--- config.mk ---
export PLATFORM = sky130hd
export DESIGN_NAME = dtsp_timer
export DESIGN_NICKNAME = d
export VERILOG_FILES = /design/src/verilog/dtsp_timer.v
export VERILOG_INCLUDE_DIRS = /design/src /design/src/common
export SDC_FILE = /design/constraint.sdc
export NUM_CORES = 1
export LEC_CHECK = 0
export ABC_AREA = 1
export BUFFER_PORTS_ARGS = -buffer_cell sky130_fd_sc_hd__buf_2
export CORE_ASPECT_RATIO = 1.75
export CORE_UTILIZATION = 58
export DETAILED_ROUTE_END_ITERATION = 10
export PLACE_DENSITY = 0.92
export SLEW_MARGIN = 20
export SYNTH_ARGS = -nofsm -noshare
export SYNTH_HDL_FRONTEND = slang
export SYNTH_SLANG_ARGS = --single-unit
--- constraint.sdc ---
create_clock -name clk -period 1.7 [get_ports clk]
set_input_delay 0.085 -clock clk [delete_from_list [all_inputs] [get_ports clk]]
set_output_delay 0.085 -clock clk [all_outputs]
set_load 0.05 [all_outputs]
--- src/common/dtsp_defs.vh ---
`ifndef DTSP_DEFS_VH
`define DTSP_DEFS_VH

// ----------------------------------------------------------------------------
// Register map
// ----------------------------------------------------------------------------
`define DTSP_ADDR_W 4
`define DTSP_OFF_RUNSTOP 4'h0
`define DTSP_OFF_GRA0 4'h1
`define DTSP_OFF_GRA1 4'h2
`define DTSP_OFF_CNT0 4'h3
`define DTSP_OFF_CNT1 4'h4
`define DTSP_OFF_PINCFG 4'h5
`define DTSP_OFF_PINOUT 4'h6
`define DTSP_OFF_PININ 4'h7

// ----------------------------------------------------------------------------
// Run/stop control fields
// ----------------------------------------------------------------------------
`define DTSP_RUN0 0
`define DTSP_RUN1 1
`define DTSP_HOLD0 2
`define DTSP_HOLD1 3
`define DTSP_RS_RSVD 4'hF
`define DTSP_RS_RESET 4'hC

// ----------------------------------------------------------------------------
// Counter and compare register values
// ----------------------------------------------------------------------------
`define DTSP_GRA_RESET 16'hFFFF
`define DTSP_CNT_RESET 16'h0000
`define DTSP_CNT_STEP 16'h0001

// ----------------------------------------------------------------------------
// Pin configuration fields
// ----------------------------------------------------------------------------
`define DTSP_CFG_DIR_LSB 0
`define DTSP_CFG_PWM_LSB 8
`define DTSP_CFG_EXTCLK 16
`define DTSP_CFG_SYNCPWM 17
`define DTSP_CFG_RESET 18'h00000

`endif

--- src/verilog/dtsp_timer.v ---
//
// Contract
// - Run/stop bits 7..4 read as one; writes to them ignored.
// - Counter counts while its run bit is one, holds otherwise; run bits reset zero.
// - Hold bits at 2 and 3 reset one; zero means halt on register A match.
// - Writing one to a run bit sets it regardless of hold bit.
// - Writing zero to a run bit clears it only when hold bit is one.
// - With hold bit zero, a register A match clears that run bit.
// - Each of eight pins is a level output or a sampled input, by direction config.
// - Channel 0 pin A can also be the external count clock input.
// - Ch0 pins B, D and ch1 pins B, C, D can drive PWM outputs.
// - Ch0 pin C and ch1 pin A drive PWM only in synchronous PWM modes.
// - A shared input pin disables all timer outputs.
`include "dtsp_defs.vh"

module dtsp_timer (
    input wire clk,
    input wire rst_n,
    input wire [3:0] regAddr,
    input wire [31:0] regWrData,
    input wire regWrite,
    input wire regRead,
    output reg [31:0] regRdData_ff,
    input wire [7:0] pinIn,
    output reg [7:0] pinOut_ff,
    output reg [7:0] pinOe_ff,
    input wire outputDisableIn,
    output reg [1:0] matchA_ff
);

    // ------------------------------------------------------------------------
    // Storage
    // ------------------------------------------------------------------------
    reg [3:0] runStop_ff;
    reg [15:0] gra0_ff;
    reg [15:0] gra1_ff;
    reg [15:0] cnt0_ff;
    reg [15:0] cnt1_ff;
    reg [17:0] pinCfg_ff;
    reg [7:0] pinLvl_ff;
    reg [7:0] pinSync1_ff;
    reg [7:0] pinSync2_ff;
    reg [1:0] odSync_ff;
    reg extClkPrev_ff;
    reg [3:0] nxt_runStop;
    reg [31:0] nxt_rdData;

    // Pin bit order: a0,b0,c0,d0,a1,b1,c1,d1.
    wire extClkEn = pinCfg_ff[`DTSP_CFG_EXTCLK];
    wire syncPwm = pinCfg_ff[`DTSP_CFG_SYNCPWM];
    wire [7:0] pinDir = pinCfg_ff[`DTSP_CFG_DIR_LSB +: 8];
    wire [7:0] pinPwm = pinCfg_ff[`DTSP_CFG_PWM_LSB +: 8];
    wire extRise = pinSync2_ff[0] & ~extClkPrev_ff;
    wire tick0 = extClkEn ? extRise : 1'b1;
    wire run0 = runStop_ff[`DTSP_RUN0];
    wire run1 = runStop_ff[`DTSP_RUN1];
    wire match0 = run0 & (cnt0_ff == gra0_ff);
    wire match1 = run1 & (cnt1_ff == gra1_ff);

    // Write decode for one register index.
    function wrHit;
        input wrStb;
        input [3:0] addr;
        input [3:0] off;
        begin
            wrHit = wrStb && (addr == off);
        end
    endfunction

    wire wrRs = wrHit(regWrite, regAddr, `DTSP_OFF_RUNSTOP);
    wire wrGra0 = wrHit(regWrite, regAddr, `DTSP_OFF_GRA0);
    wire wrGra1 = wrHit(regWrite, regAddr, `DTSP_OFF_GRA1);
    wire wrCnt0 = wrHit(regWrite, regAddr, `DTSP_OFF_CNT0);
    wire wrCnt1 = wrHit(regWrite, regAddr, `DTSP_OFF_CNT1);
    wire wrCfg = wrHit(regWrite, regAddr, `DTSP_OFF_PINCFG);
    wire wrLvl = wrHit(regWrite, regAddr, `DTSP_OFF_PINOUT);

    // Pin a0 never carries PWM; pins c0 and a1 only in the synchronous PWM modes.
    function pwmAllowed;
        input [2:0] idx;
        input syncMode;
        begin
            if (idx == 3'h0) begin
                pwmAllowed = 1'b0;
            end else if ((idx == 3'h2) || (idx == 3'h4)) begin
                pwmAllowed = syncMode;
            end else begin
                pwmAllowed = 1'b1;
            end
        end
    endfunction

    // ------------------------------------------------------------------------
    // Run/stop next state
    // ------------------------------------------------------------------------
    always @* begin
        nxt_runStop = runStop_ff;
        if (wrRs) begin
            nxt_runStop[`DTSP_HOLD0] = regWrData[`DTSP_HOLD0];
            nxt_runStop[`DTSP_HOLD1] = regWrData[`DTSP_HOLD1];
        end
        if (match0 && !runStop_ff[`DTSP_HOLD0]) begin
            nxt_runStop[`DTSP_RUN0] = 1'b0;
        end
        if (match1 && !runStop_ff[`DTSP_HOLD1]) begin
            nxt_runStop[`DTSP_RUN1] = 1'b0;
        end
        if (wrRs && !regWrData[`DTSP_RUN0] && runStop_ff[`DTSP_HOLD0]) begin
            nxt_runStop[`DTSP_RUN0] = 1'b0;
        end
        if (wrRs && !regWrData[`DTSP_RUN1] && runStop_ff[`DTSP_HOLD1]) begin
            nxt_runStop[`DTSP_RUN1] = 1'b0;
        end
        if (wrRs && regWrData[`DTSP_RUN0]) begin
            nxt_runStop[`DTSP_RUN0] = 1'b1;
        end
        if (wrRs && regWrData[`DTSP_RUN1]) begin
            nxt_runStop[`DTSP_RUN1] = 1'b1;
        end
    end

    // ------------------------------------------------------------------------
    // Read mux
    // ------------------------------------------------------------------------
    always @* begin
        nxt_rdData = 32'h00000000;
        case (regAddr)
            `DTSP_OFF_RUNSTOP: nxt_rdData = {24'h000000, `DTSP_RS_RSVD, runStop_ff};
            `DTSP_OFF_GRA0: nxt_rdData = {16'h0000, gra0_ff};
            `DTSP_OFF_GRA1: nxt_rdData = {16'h0000, gra1_ff};
            `DTSP_OFF_CNT0: nxt_rdData = {16'h0000, cnt0_ff};
            `DTSP_OFF_CNT1: nxt_rdData = {16'h0000, cnt1_ff};
            `DTSP_OFF_PINCFG: nxt_rdData = {14'h0000, pinCfg_ff};
            `DTSP_OFF_PINOUT: nxt_rdData = {24'h000000, pinLvl_ff};
            `DTSP_OFF_PININ: nxt_rdData = {23'h000000, odSync_ff[1], pinSync2_ff};
            default: nxt_rdData = 32'h00000000;
        endcase
    end

    // ------------------------------------------------------------------------
    // Run/stop register
    // ------------------------------------------------------------------------
    always @(posedge clk) begin
        if (!rst_n) begin
            runStop_ff <= `DTSP_RS_RESET;
        end else begin
            runStop_ff <= nxt_runStop;
        end
    end

    // ------------------------------------------------------------------------
    // Compare registers
    // ------------------------------------------------------------------------
    always @(posedge clk) begin
        if (!rst_n) begin
            gra0_ff <= `DTSP_GRA_RESET;
            gra1_ff <= `DTSP_GRA_RESET;
        end else begin
            if (wrGra0) begin
                gra0_ff <= regWrData[15:0];
            end
            if (wrGra1) begin
                gra1_ff <= regWrData[15:0];
            end
        end
    end

    // ------------------------------------------------------------------------
    // Pin configuration and output levels
    // ------------------------------------------------------------------------
    always @(posedge clk) begin
        if (!rst_n) begin
            pinCfg_ff <= `DTSP_CFG_RESET;
            pinLvl_ff <= 8'h00;
        end else begin
            if (wrCfg) begin
                pinCfg_ff <= regWrData[17:0];
            end
            if (wrLvl) begin
                pinLvl_ff <= regWrData[7:0];
            end
        end
    end

    // ------------------------------------------------------------------------
    // Input synchronisers
    // ------------------------------------------------------------------------
    // Only the second stage is read, so a metastable first stage never reaches logic.
    always @(posedge clk) begin
        if (!rst_n) begin
            pinSync1_ff <= 8'h00;
            pinSync2_ff <= 8'h00;
            odSync_ff <= 2'h0;
            extClkPrev_ff <= 1'b0;
        end else begin
            pinSync1_ff <= pinIn;
            pinSync2_ff <= pinSync1_ff;
            odSync_ff <= {odSync_ff[0], outputDisableIn};
            extClkPrev_ff <= pinSync2_ff[0];
        end
    end

    // ------------------------------------------------------------------------
    // Read data
    // ------------------------------------------------------------------------
    always @(posedge clk) begin
        if (!rst_n) begin
            regRdData_ff <= 32'h00000000;
        end else begin
            regRdData_ff <= regRead ? nxt_rdData : 32'h00000000;
        end
    end

    // ------------------------------------------------------------------------
    // Channel 0 counter
    // ------------------------------------------------------------------------
    // A software write to the counter takes priority over counting.
    always @(posedge clk) begin
        if (!rst_n) begin
            cnt0_ff <= `DTSP_CNT_RESET;
        end else if (wrCnt0) begin
            cnt0_ff <= regWrData[15:0];
        end else if (run0 && tick0) begin
            cnt0_ff <= cnt0_ff + `DTSP_CNT_STEP;
        end
    end

    // ------------------------------------------------------------------------
    // Channel 1 counter
    // ------------------------------------------------------------------------
    always @(posedge clk) begin
        if (!rst_n) begin
            cnt1_ff <= `DTSP_CNT_RESET;
        end else if (wrCnt1) begin
            cnt1_ff <= regWrData[15:0];
        end else if (run1) begin
            cnt1_ff <= cnt1_ff + `DTSP_CNT_STEP;
        end
    end

    // ------------------------------------------------------------------------
    // Match flags
    // ------------------------------------------------------------------------
    always @(posedge clk) begin
        if (!rst_n) begin
            matchA_ff <= 2'h0;
        end else begin
            matchA_ff <= {match1, match0};
        end
    end

    // ------------------------------------------------------------------------
    // Pin drivers
    // ------------------------------------------------------------------------
    genvar gi;
    generate
        for (gi = 0; gi < 8; gi = gi + 1) begin : gPin
            wire isExtClk = (gi == 0) && extClkEn;
            wire usePwm = pinPwm[gi] && pwmAllowed(gi, syncPwm);
            always @(posedge clk) begin
                if (!rst_n) begin
                    pinOe_ff[gi] <= 1'b0;
                    pinOut_ff[gi] <= 1'b0;
                end else begin
                    pinOe_ff[gi] <= pinDir[gi] & ~isExtClk & ~odSync_ff[1];
                    pinOut_ff[gi] <= usePwm ? ((gi < 4) ? run0 : run1) & pinLvl_ff[gi]
                        : pinLvl_ff[gi];
                end
            end
        end
    endgenerate

endmodule // dtsp_timer

==> Word-level counts from Yosys, hierarchy flattened <==
Cells that the tools add are included.
{ "op_classes": {"add_sub_neg": 2, "eq_ne": 9, "mux": 19, "bitwise_logic": 22, "reduce_logical": 28} }
{ "op_table": {"columns": ["op", "count"], "rows": [
  ["$pmux W18 S8", 1],
  ["$mux W16", 4],
  ["$add A16 B1 Y16 const B", 2],
  ["$eq A16 B16 Y1", 2],
  ["$and A1 B1 Y1", 19],
  ["$logic_and A1 B1 Y1", 18],
  ["$eq A4 B3 Y1 const B", 4],
  ["$mux W1", 14],
  ["$eq A4 B2 Y1 const B", 2],
  ["$reduce_bool A3 Y1", 2],
  ["$eq A4 B1 Y1 const B", 1],
  ["$logic_not A1 Y1", 4],
  ["$logic_not A4 Y1", 1],
  ["$reduce_bool A2 Y1", 2],
  ["$not A1 Y1", 3],
  ["$reduce_and A2 Y1", 1]
]} }
{ "word_totals": {"register_bits": 163, "output_inout_bits": 50, "word_cells": 111} }

==> Longest topological paths before layout <==
Gate-level depths: netlist of the first run.
{ "logic_depth": {"depth_word": 6, "ltp_mapped": 12} }

==> Least setup slack after synthesis of the first run <==
No wires, ideal clock.
{ "synth_timing": {"kind": "flip-flop to flip-flop", "start": "register cnt1_ff[0]", "end": "register cnt1_ff[10]", "setup_time_ns": 0.071, "t_arrival_ns": 1.356, "t_required_ns": 1.629, "path_slack_ns": 0.274, "path_stages_with_launch": 10, "path_buffers": 0, "synth_period_minus_slack_ns": 1.426, "cell_sequence": "dfxtp_1 ha_1 nand2_1 nor3_2 inv_2 nor2_4 nand2_1 o21ai_1 nand2_1 a21oi_1"} }
{ "synth_between": {"elab_chain_len": 3} }
{ "synth_lines": {"columns": ["item", "line", "text"], "rows": [
  ["start: declaration", "dtsp_timer.v:38", "reg [15:0] cnt1_ff;"],
  ["start signal: assignment", "dtsp_timer.v:233", "cnt1_ff <= `DTSP_CNT_RESET;"],
  ["start signal: assignment", "dtsp_timer.v:235", "cnt1_ff <= regWrData[15:0];"],
  ["start signal: assignment", "dtsp_timer.v:237", "cnt1_ff <= cnt1_ff + `DTSP_CNT_STEP;"],
  ["$add A16 B1 Y16 (no source line)", null, null],
  ["$mux W16", "dtsp_timer.v:236", "end else if (run1) begin"],
  ["$mux W16", "dtsp_timer.v:234", "end else if (wrCnt1) begin"]
]} }
Every way passes these cells. The select of a mux whose other input is x is not followed.
A chain may end at the register's enable or synchronous reset.

==> Worst setup path after layout of the first run <==
{ "layout_timing": {"start": "register cnt0_ff[6]", "end": "register cnt0_ff[12]"} }
{ "layout_between": {"elab_chain_len": 3} }
{ "layout_lines": {"columns": ["item", "line", "text"], "rows": [
  ["start: declaration", "dtsp_timer.v:37", "reg [15:0] cnt0_ff;"],
  ["start signal: assignment", "dtsp_timer.v:220", "cnt0_ff <= `DTSP_CNT_RESET;"],
  ["start signal: assignment", "dtsp_timer.v:222", "cnt0_ff <= regWrData[15:0];"],
  ["start signal: assignment", "dtsp_timer.v:224", "cnt0_ff <= cnt0_ff + `DTSP_CNT_STEP;"],
  ["$add A16 B1 Y16 (no source line)", null, null],
  ["$mux W16", "dtsp_timer.v:223", "end else if (run0 && tick0) begin"],
  ["$mux W16", "dtsp_timer.v:221", "end else if (wrCnt0) begin"]
]} }
Every way passes these cells. The select of a mux whose other input is x is not followed.

==> flow_summary_export.csv, run 1 <==
group,metric,value,unit
synthesis,synth_top_cell_by_area,"dfxtp_1",
synthesis,synthFlopType,"dfxtp_1",
worst_setup_path,rr_worst_depth,9,
detailed_routing,wl,23700,um
detailed_routing,wl_per_cell,19.1,um
placement,place_congestion,0.985,
hold_path,hold_path.class,"input port to flop",
synthesis,synthCells,987,
worst_setup_path,critPathKind,"flop to flop",
power,peakVddDrop,0.710,mV
synthesis,synth_top_area_share,42.2,%
detailed_routing,drtPass1Iterations,8,
grt,grt_pass1_vias,6787,
worst_setup_path,critPathCaptureType,"flop",
finish,drive_gt1_share,16.3,%
detailed_routing,drtIter0Drc,749,
sta,slew_headroom,63.5,%
synthesis,synth_area,7070,um^2
run_status,status,"completed",
clock_tree,cts_num_sinks,149,
sta,setup_viol,0,
synthesis,synthArstFlopShare,0,%
finish,final_nets,1139,
synthesis,synth_most_common_cell,"nand2_1",
synthesis,synth_area_leaders,"dfxtp_1, nand2_1, inv_1",
finish,final_core_util,70.7,%
synthesis,synth_seq_area_share,42.2,%
placement,io_buffers,70,
sta,tns,0,ns
clock_tree,htreeDepth,4,
worst_setup_path,crit_chain,"nand2_1, nor3_2, nand3b_1, nor2_1, nand2_1, nand3_1, nand3_1, nand2_1, inv_1",
worst_setup_path,crit_family,"simple AND/OR/NAND/NOR gates",
worst_setup_path,reg2reg_from,"cnt0_ff[6]",
sta,worst_pin_slew,0.545,ns
worst_setup_path,path_common_cell,"nand2_1",
clock_tree,clk_latency,0.43,ns
sta,skew,0.0102,ns
sta,rsz0062_at_grt,"yes",
placement,dp_hpwl,17300,um
clock_tree,cts_setup_buffers,0,
worst_setup_path,worstPathMaxFanout,7,
grt,grt_pass1_wl,35700,um
sta,report.final.slew_viol_count,0,
synthesis,synth.avg_cell_area,7.16,um^2
flow_run,cap_violations,0,
floorplanning,die_y,148,um
worst_setup_path,crit_buf_inv,1,
synthesis,yosysWarnings,0,
power,cellPowerDensity,957,nW/um^2
detailed_routing,drcViolationCount,0,
worst_setup_path,worst_ep_arrival_time,1.97,ns
finish,n_antenna_cell,0,
clock_tree,cts_root_buf,"clkbuf_16",
sta,period_minus_slack,1.64,ns
synthesis,ys_ff_latch,149,
detailed_routing,vias_per_cell,5.92,
grt,busiest_layer,"met2",
hold_path,min_path_cells,3,
detailed_routing,vias,7332,
placement,post-place-cells,1192,
floorplanning,initial_core_util,59.2,%
worst_setup_path,cpPeakStageDelay,0.53,ns
worst_setup_path,r2r_end,"cnt0_ff[12]",
detailed_routing,ant_nets,0,
hold_path,holdPathEnd,"gra0_ff[2]",
floorplanning,row_count,53,
sta,period_share,96.3,%
sta,finalHoldViolCount,0,
grt,met1_usage,40.8,%
clock_tree,cts_buffers,17,
power,report.power.total,8.09,mW
grt,grt_start_max_net_pins,52,
synthesis,synth-edff-count,0,
grt,track_usage,37.9,%
sta,whs,0.00865,ns
floorplanning,ioPinCount,99,
synthesis,synth_common_cells,"nand2_1, dfxtp_1, inv_1",
worst_setup_path,crit_slowest_cell,"dfxtp_1",
grt,grt_overflow,0,
worst_setup_path,cp.required,2.03,ns
floorplanning,dieArea,12700,um^2
worst_setup_path,r2r_slack,0.06,ns
grt,met2_usage,65.0,%
grt,antenna_found_initial,0,
clock_tree,path_clk_slew,0.07,ns
floorplanning,core_area,11900,um^2
clock_tree,tritoncts,"done",
synthesis,synth.distinct_cells,43,
finish,syn_to_final_growth,19.5,%
hold_path,hp-start,"regWrData[2]",
finish,fin_cells,1238,
grt,use_met3,5.19,%
sta,fmax,0.611,GHz
worst_setup_path,cp-start-kind,"flop",
power,p_leak,3.83,nW
floorplanning,die_w,85.5,um
clock_tree,clock_path_buffers,2,
-- worst reg2reg max path, stage by stage (launching register included) --
cell and delay, ns:
dfxtp_1 0.53, nand2_1 0.16, nor3_2 0.17, nand3b_1 0.23, nor2_1 0.16, nand2_1 0.06, nand3_1 0.08, nand3_1 0.07
nand2_1 0.06, inv_1 0.03
-- placed cells by master (no fill, tap or decap), types with 11 or more instances in the layout --
cell | synthesis | layout
o211ai_1 | 34 | 34
nand2_1 | 212 | 212
inv_1 | 147 | 147
nor3_1 | 13 | 11
inv_2 | 11 | 11
o22ai_1 | 37 | 37
buf_4 | 16 | 31
xor2_1 | 11 | 11
a21oi_1 | 51 | 51
o21ai_0 | 64 | 64
conb_1 | 1 | 14
clkbuf_16 | 0 | 17
nor2_1 | 71 | 69
nand3_1 | 41 | 41
buf_2 | 16 | 70
dfxtp_1 | 149 | 144
dlygate4sd3_1 | 0 | 14
a211oi_1 | 13 | 13
-- registers in the layout (all words and copies together), names as in the netlist, 2 cells and up --
signal	count
cnt0_ff	16
cnt1_ff	16
gra0_ff	16
gra1_ff	16
matchA_ff	2
odSync_ff	2
pinCfg_ff	18
pinLvl_ff	8
pinOe_ff	8
pinOut_ff	8
pinSync1_ff	8
pinSync2_ff	8
regRdData_ff	18
runStop_ff	4
-- where the power goes --
group / total [mW] / switching [mW] / internal [mW]
clock: 3.80 / 1.80 / 2.00
combinational: 0.673 / 0.486 / 0.188
sequential: 3.61 / 0.0443 / 3.57
-- per-stage QoR --
| stage | instance area [um^2] | worst slack, ns |
|---|---|---|
| after floorplan | 7120 | 0.274 |
| after global routing | 8440 | -0.00515 |
| after CTS | 8420 | 0.0546 |
| after detailed placement | 7660 | 0.00974 |
| after global placement | 7660 | 0.0932 |
| final | 8440 | 0.0625 |
-- final cells by class --
type                            count  area [um^2]
Sequential cell                   149         2990
Multi-Input combinational cell    642         3290
Clock buffer                       17          425
Fill cell                         989         3490
Clock inverter                     15          186
Tap cell                          137          171
Inverter                          160          601
Timing Repair Buffer              118          783
-- worst max-delay path by stage --
stage	startpoint	endpoint	depth (start not counted)
final	cnt0_ff[6]	cnt0_ff[12]	9
after global routing	cnt1_ff[0]	cnt1_ff[10]	9
after CTS	cnt1_ff[1]	cnt1_ff[10]	9
after detailed placement	cnt0_ff[1]	cnt0_ff[12]	10
after global placement	cnt0_ff[1]	cnt0_ff[12]	10
after floorplan	cnt1_ff[0]	cnt1_ff[10]	9
-- kinds of logic (layout without fill, tap and decap cells) --
family | after synthesis | in the layout | share of synthesized area, %
AND/OR/NAND/NOR | 384 | 384 | 23.9
AO/OA/AOI/OAI | 223 | 223 | 18.8
adder cells (fa/ha/maj) | 2 | 2 | 0.354
buffers and inverters | 209 | 310 | 12.3
flip-flops | 149 | 149 | 42.2
other | 1 | 14 | 0.0530
XOR/XNOR | 19 | 19 | 2.35
-- routing by layer --
metal  share of wire, %  wire, um
met3                7.5      1770
met1                 35      8270
met5                  0         0
met2                 49     11600
met4                8.7      2050
-- repair_timing --
| action | in CTS | in global routing |
|---|---|---|
| pin swaps | 1 | 1 |
| endpoints found under the setup margin | 1 | 8 |
| endpoints found under the hold margin | 16 | 0 |
| hold buffers | 14 | 0 |
| resized for setup | 1 | 9 |
(Power assumes the default switching activity.)
==> inputs of run 2 (changes only) <==
Settings changed: PLACE_DENSITY 0.92 to 0.81.
==> run 2 against run 1 <==
Routed wire length grew 2.6%. Cell count grew 0.24%. Register-to-register slack better by 0.02 ns. Combinational power grew 2%. Critical endpoint is now pinOut_ff[2].
==> flow_summary_export.csv, run 2 (synthesis gave the netlist of run 1 again) <==
group,metric,value,unit
finish,final_common_cell,"nand2_1",
clock_tree,clk_latency,0.44,ns
worst_setup_path,worst_ep_arrival_time,1.91,ns
sta,slew_headroom,22.8,%
sta,fmax,0.618,GHz
finish,final_cell_mix,"nand2_1, inv_1, dfxtp_1",
clock_tree,cts_num_sinks,149,
power,combPwrFrac,8.4,%
worst_setup_path,critPathCaptureType,"flop",
worst_setup_path,critPathKind,"flop to flop",
power,p_leak,3.85,nW
finish,final_nets,1142,
finish,fin_area,8490,um^2
flow_run,cap_violations,0,
sta,setup_viol,0,
worst_setup_path,cpPeakStageDelay,1.00,ns
grt,grt_start_max_net_pins,39,
placement,post-place-cells,1192,
finish,top_regs,"pinCfg_ff (18), regRdData_ff (18)",
grt,grt_pass1_wl,36900,um
clock_tree,clock_path_buffers,2,
worst_setup_path,r2r_end,"pinOut_ff[2]",
finish,n_antenna_cell,0,
worst_setup_path,r2r_slack,0.08,ns
detailed_routing,drtIter0Drc,809,
worst_setup_path,crit_buf_inv,1,
placement,dp_hpwl,17700,um
worst_setup_path,rr_worst_depth,2,
worst_setup_path,crit_chain,"o311ai_0, inv_1",
power,swShare,29.3,%
worst_setup_path,crit_family,"compound AO/OA/AOI/OAI gates",
grt,grt_pass1_vias,6987,
detailed_routing,drtPass1Iterations,8,
sta,period_minus_slack,1.62,ns
detailed_routing,ant_nets,0,
floorplanning,core_area,11900,um^2
grt,track_usage,39.3,%
run_status,status,"completed",
finish,syn_to_final_growth,20.1,%
hold_path,min_path_cells,3,
sta,report.final.slew_viol_count,0,
floorplanning,dieArea,12700,um^2
floorplanning,initial_core_util,59.2,%
hold_path,holdPathEnd,"gra1_ff[11]",
hold_path,hold_path.class,"input port to flop",
sta,finalHoldViolCount,0,
sta,rsz0062_at_grt,"no",
power,cellPowerDensity,963,nW/um^2
finish,fin_cells,1241,
grt,antenna_found_initial,0,
clock_tree,tritoncts,"done",
sta,period_share,95.2,%
grt,grt_overflow,0,
power,p_seq_share,44.2,%
clock_tree,cts_root_buf,"clkbuf_16",
worst_setup_path,crit_slowest_cell,"o311ai_0",
sta,tns,0,ns
power,peakVddDrop,0.805,mV
finish,drive_gt1_share,15.8,%
sta,skew,0.0101,ns
power,p_int,5.78,mW
detailed_routing,vias_per_cell,5.90,
finish,fillerInstances,1004,
detailed_routing,wl_per_cell,19.6,um
detailed_routing,drcViolationCount,0,
clock_tree,cts_buffers,17,
clock_tree,htreeDepth,4,
floorplanning,die_y,148,um
detailed_routing,wl,24300,um
worst_setup_path,worstPathMaxFanout,7,
placement,io_buffers,70,
power,clkPwrFrac,47.5,%
floorplanning,ioPinCount,99,
placement,place_congestion,1.01,
detailed_routing,vias,7325,
placement,placed_area,7670,um^2
clock_tree,path_clk_slew,0.07,ns
floorplanning,row_count,53,
power,power.switching,2.40,mW
worst_setup_path,reg2reg_from,"runStop_ff[0]",
worst_setup_path,cp.required,1.99,ns
sta,whs,0.0125,ns
floorplanning,die_w,85.5,um
worst_setup_path,cp-start-kind,"flop",
hold_path,hp-start,"regWrData[11]",
sta,worst_pin_slew,1.14,ns
==> run 2: cell count changes in the layout (fill, tap and decap cells not counted), sizes merged <==
| cell | before | now |
|---|---|---|
| dlygate4sd3 | 14 | 17 |
==> run 2: timing repair <==
| action | in CTS | in global routing |
|---|---|---|
| buffers inserted | 0 | 0 |
| endpoints found under the setup margin | 0 | 11 |
| hold endpoints to repair | 22 | 0 |
| hold buffers | 17 | 0 |
| gates resized for setup | 0 | 5 |
==> run 2: worst max-delay path by stage <==
stage / startpoint / end / slack, ns / cells after the start
finish: runStop_ff[0] / pinOut_ff[2] / 0.08 / 2
global route: cnt0_ff[1] / cnt0_ff[10] / 0.02 / 9
CTS: cnt1_ff[1] / cnt1_ff[10] / 0.05 / 9
detailed placement: regAddr[3] / pinCfg_ff[4] / 0.06 / 9
global placement: regAddr[3] / gra1_ff[2] / 0.13 / 8
floorplan: cnt1_ff[0] / cnt1_ff[10] / 0.27 / 9
==> run 2: layer usage <==
layer,wire length (um),global-route usage (%),share of wire [%]
met2,11800,67.0,48
met4,2110,29.7,8.7
met3,1960,7.37,8.1
met5,0,0,0
met1,8450,42.5,35
==> run 2: power groups by stage <==
stage          Combinational, mW  Clock [mW]  Sequential (mW)
6_report                   0.685        3.88             3.61
3_3_place_gp               0.621           0             3.69
5_1_grt                    0.723        4.02             3.62
2_1_floorplan              0.367           0             3.73
3_5_place_dp               0.628           0             3.69
4_1_cts                    0.663        3.86             3.61
==> run 2: metrics by stage <==
| step | utilization [%] | setup slack (ns) | power, mW |
|---|---|---|---|
| 3_5_place_dp | 64.3 | 0.0598 | 4.32 |
| 3_3_place_gp | 64.3 | 0.126 | 4.31 |
| 5_1_grt | 71.1 | 0.0159 | 8.36 |
| 6_report | 71.1 | 0.0816 | 8.17 |
| 4_1_cts | 71.0 | 0.0533 | 8.14 |
| 2_1_floorplan | - | 0.274 | 4.10 |
==> run 2: layout make-up <==
cell class	count	area [um^2]	share of cell area (%)
clock buffers	17	425	5.01
clock inverters	15	201	2.37
multi-input cells	642	3280	38.6
well taps	137	171	2.02
inverters	160	601	7.08
flip-flops and latches	149	2990	35.2
repair buffers	121	826	9.73
==> run 2: worst reg2reg max path, cell delays in order (launching register included) <==
cell and delay [ns]:
dfxtp_1 0.39, o311ai_0 1.00, inv_1 0.08
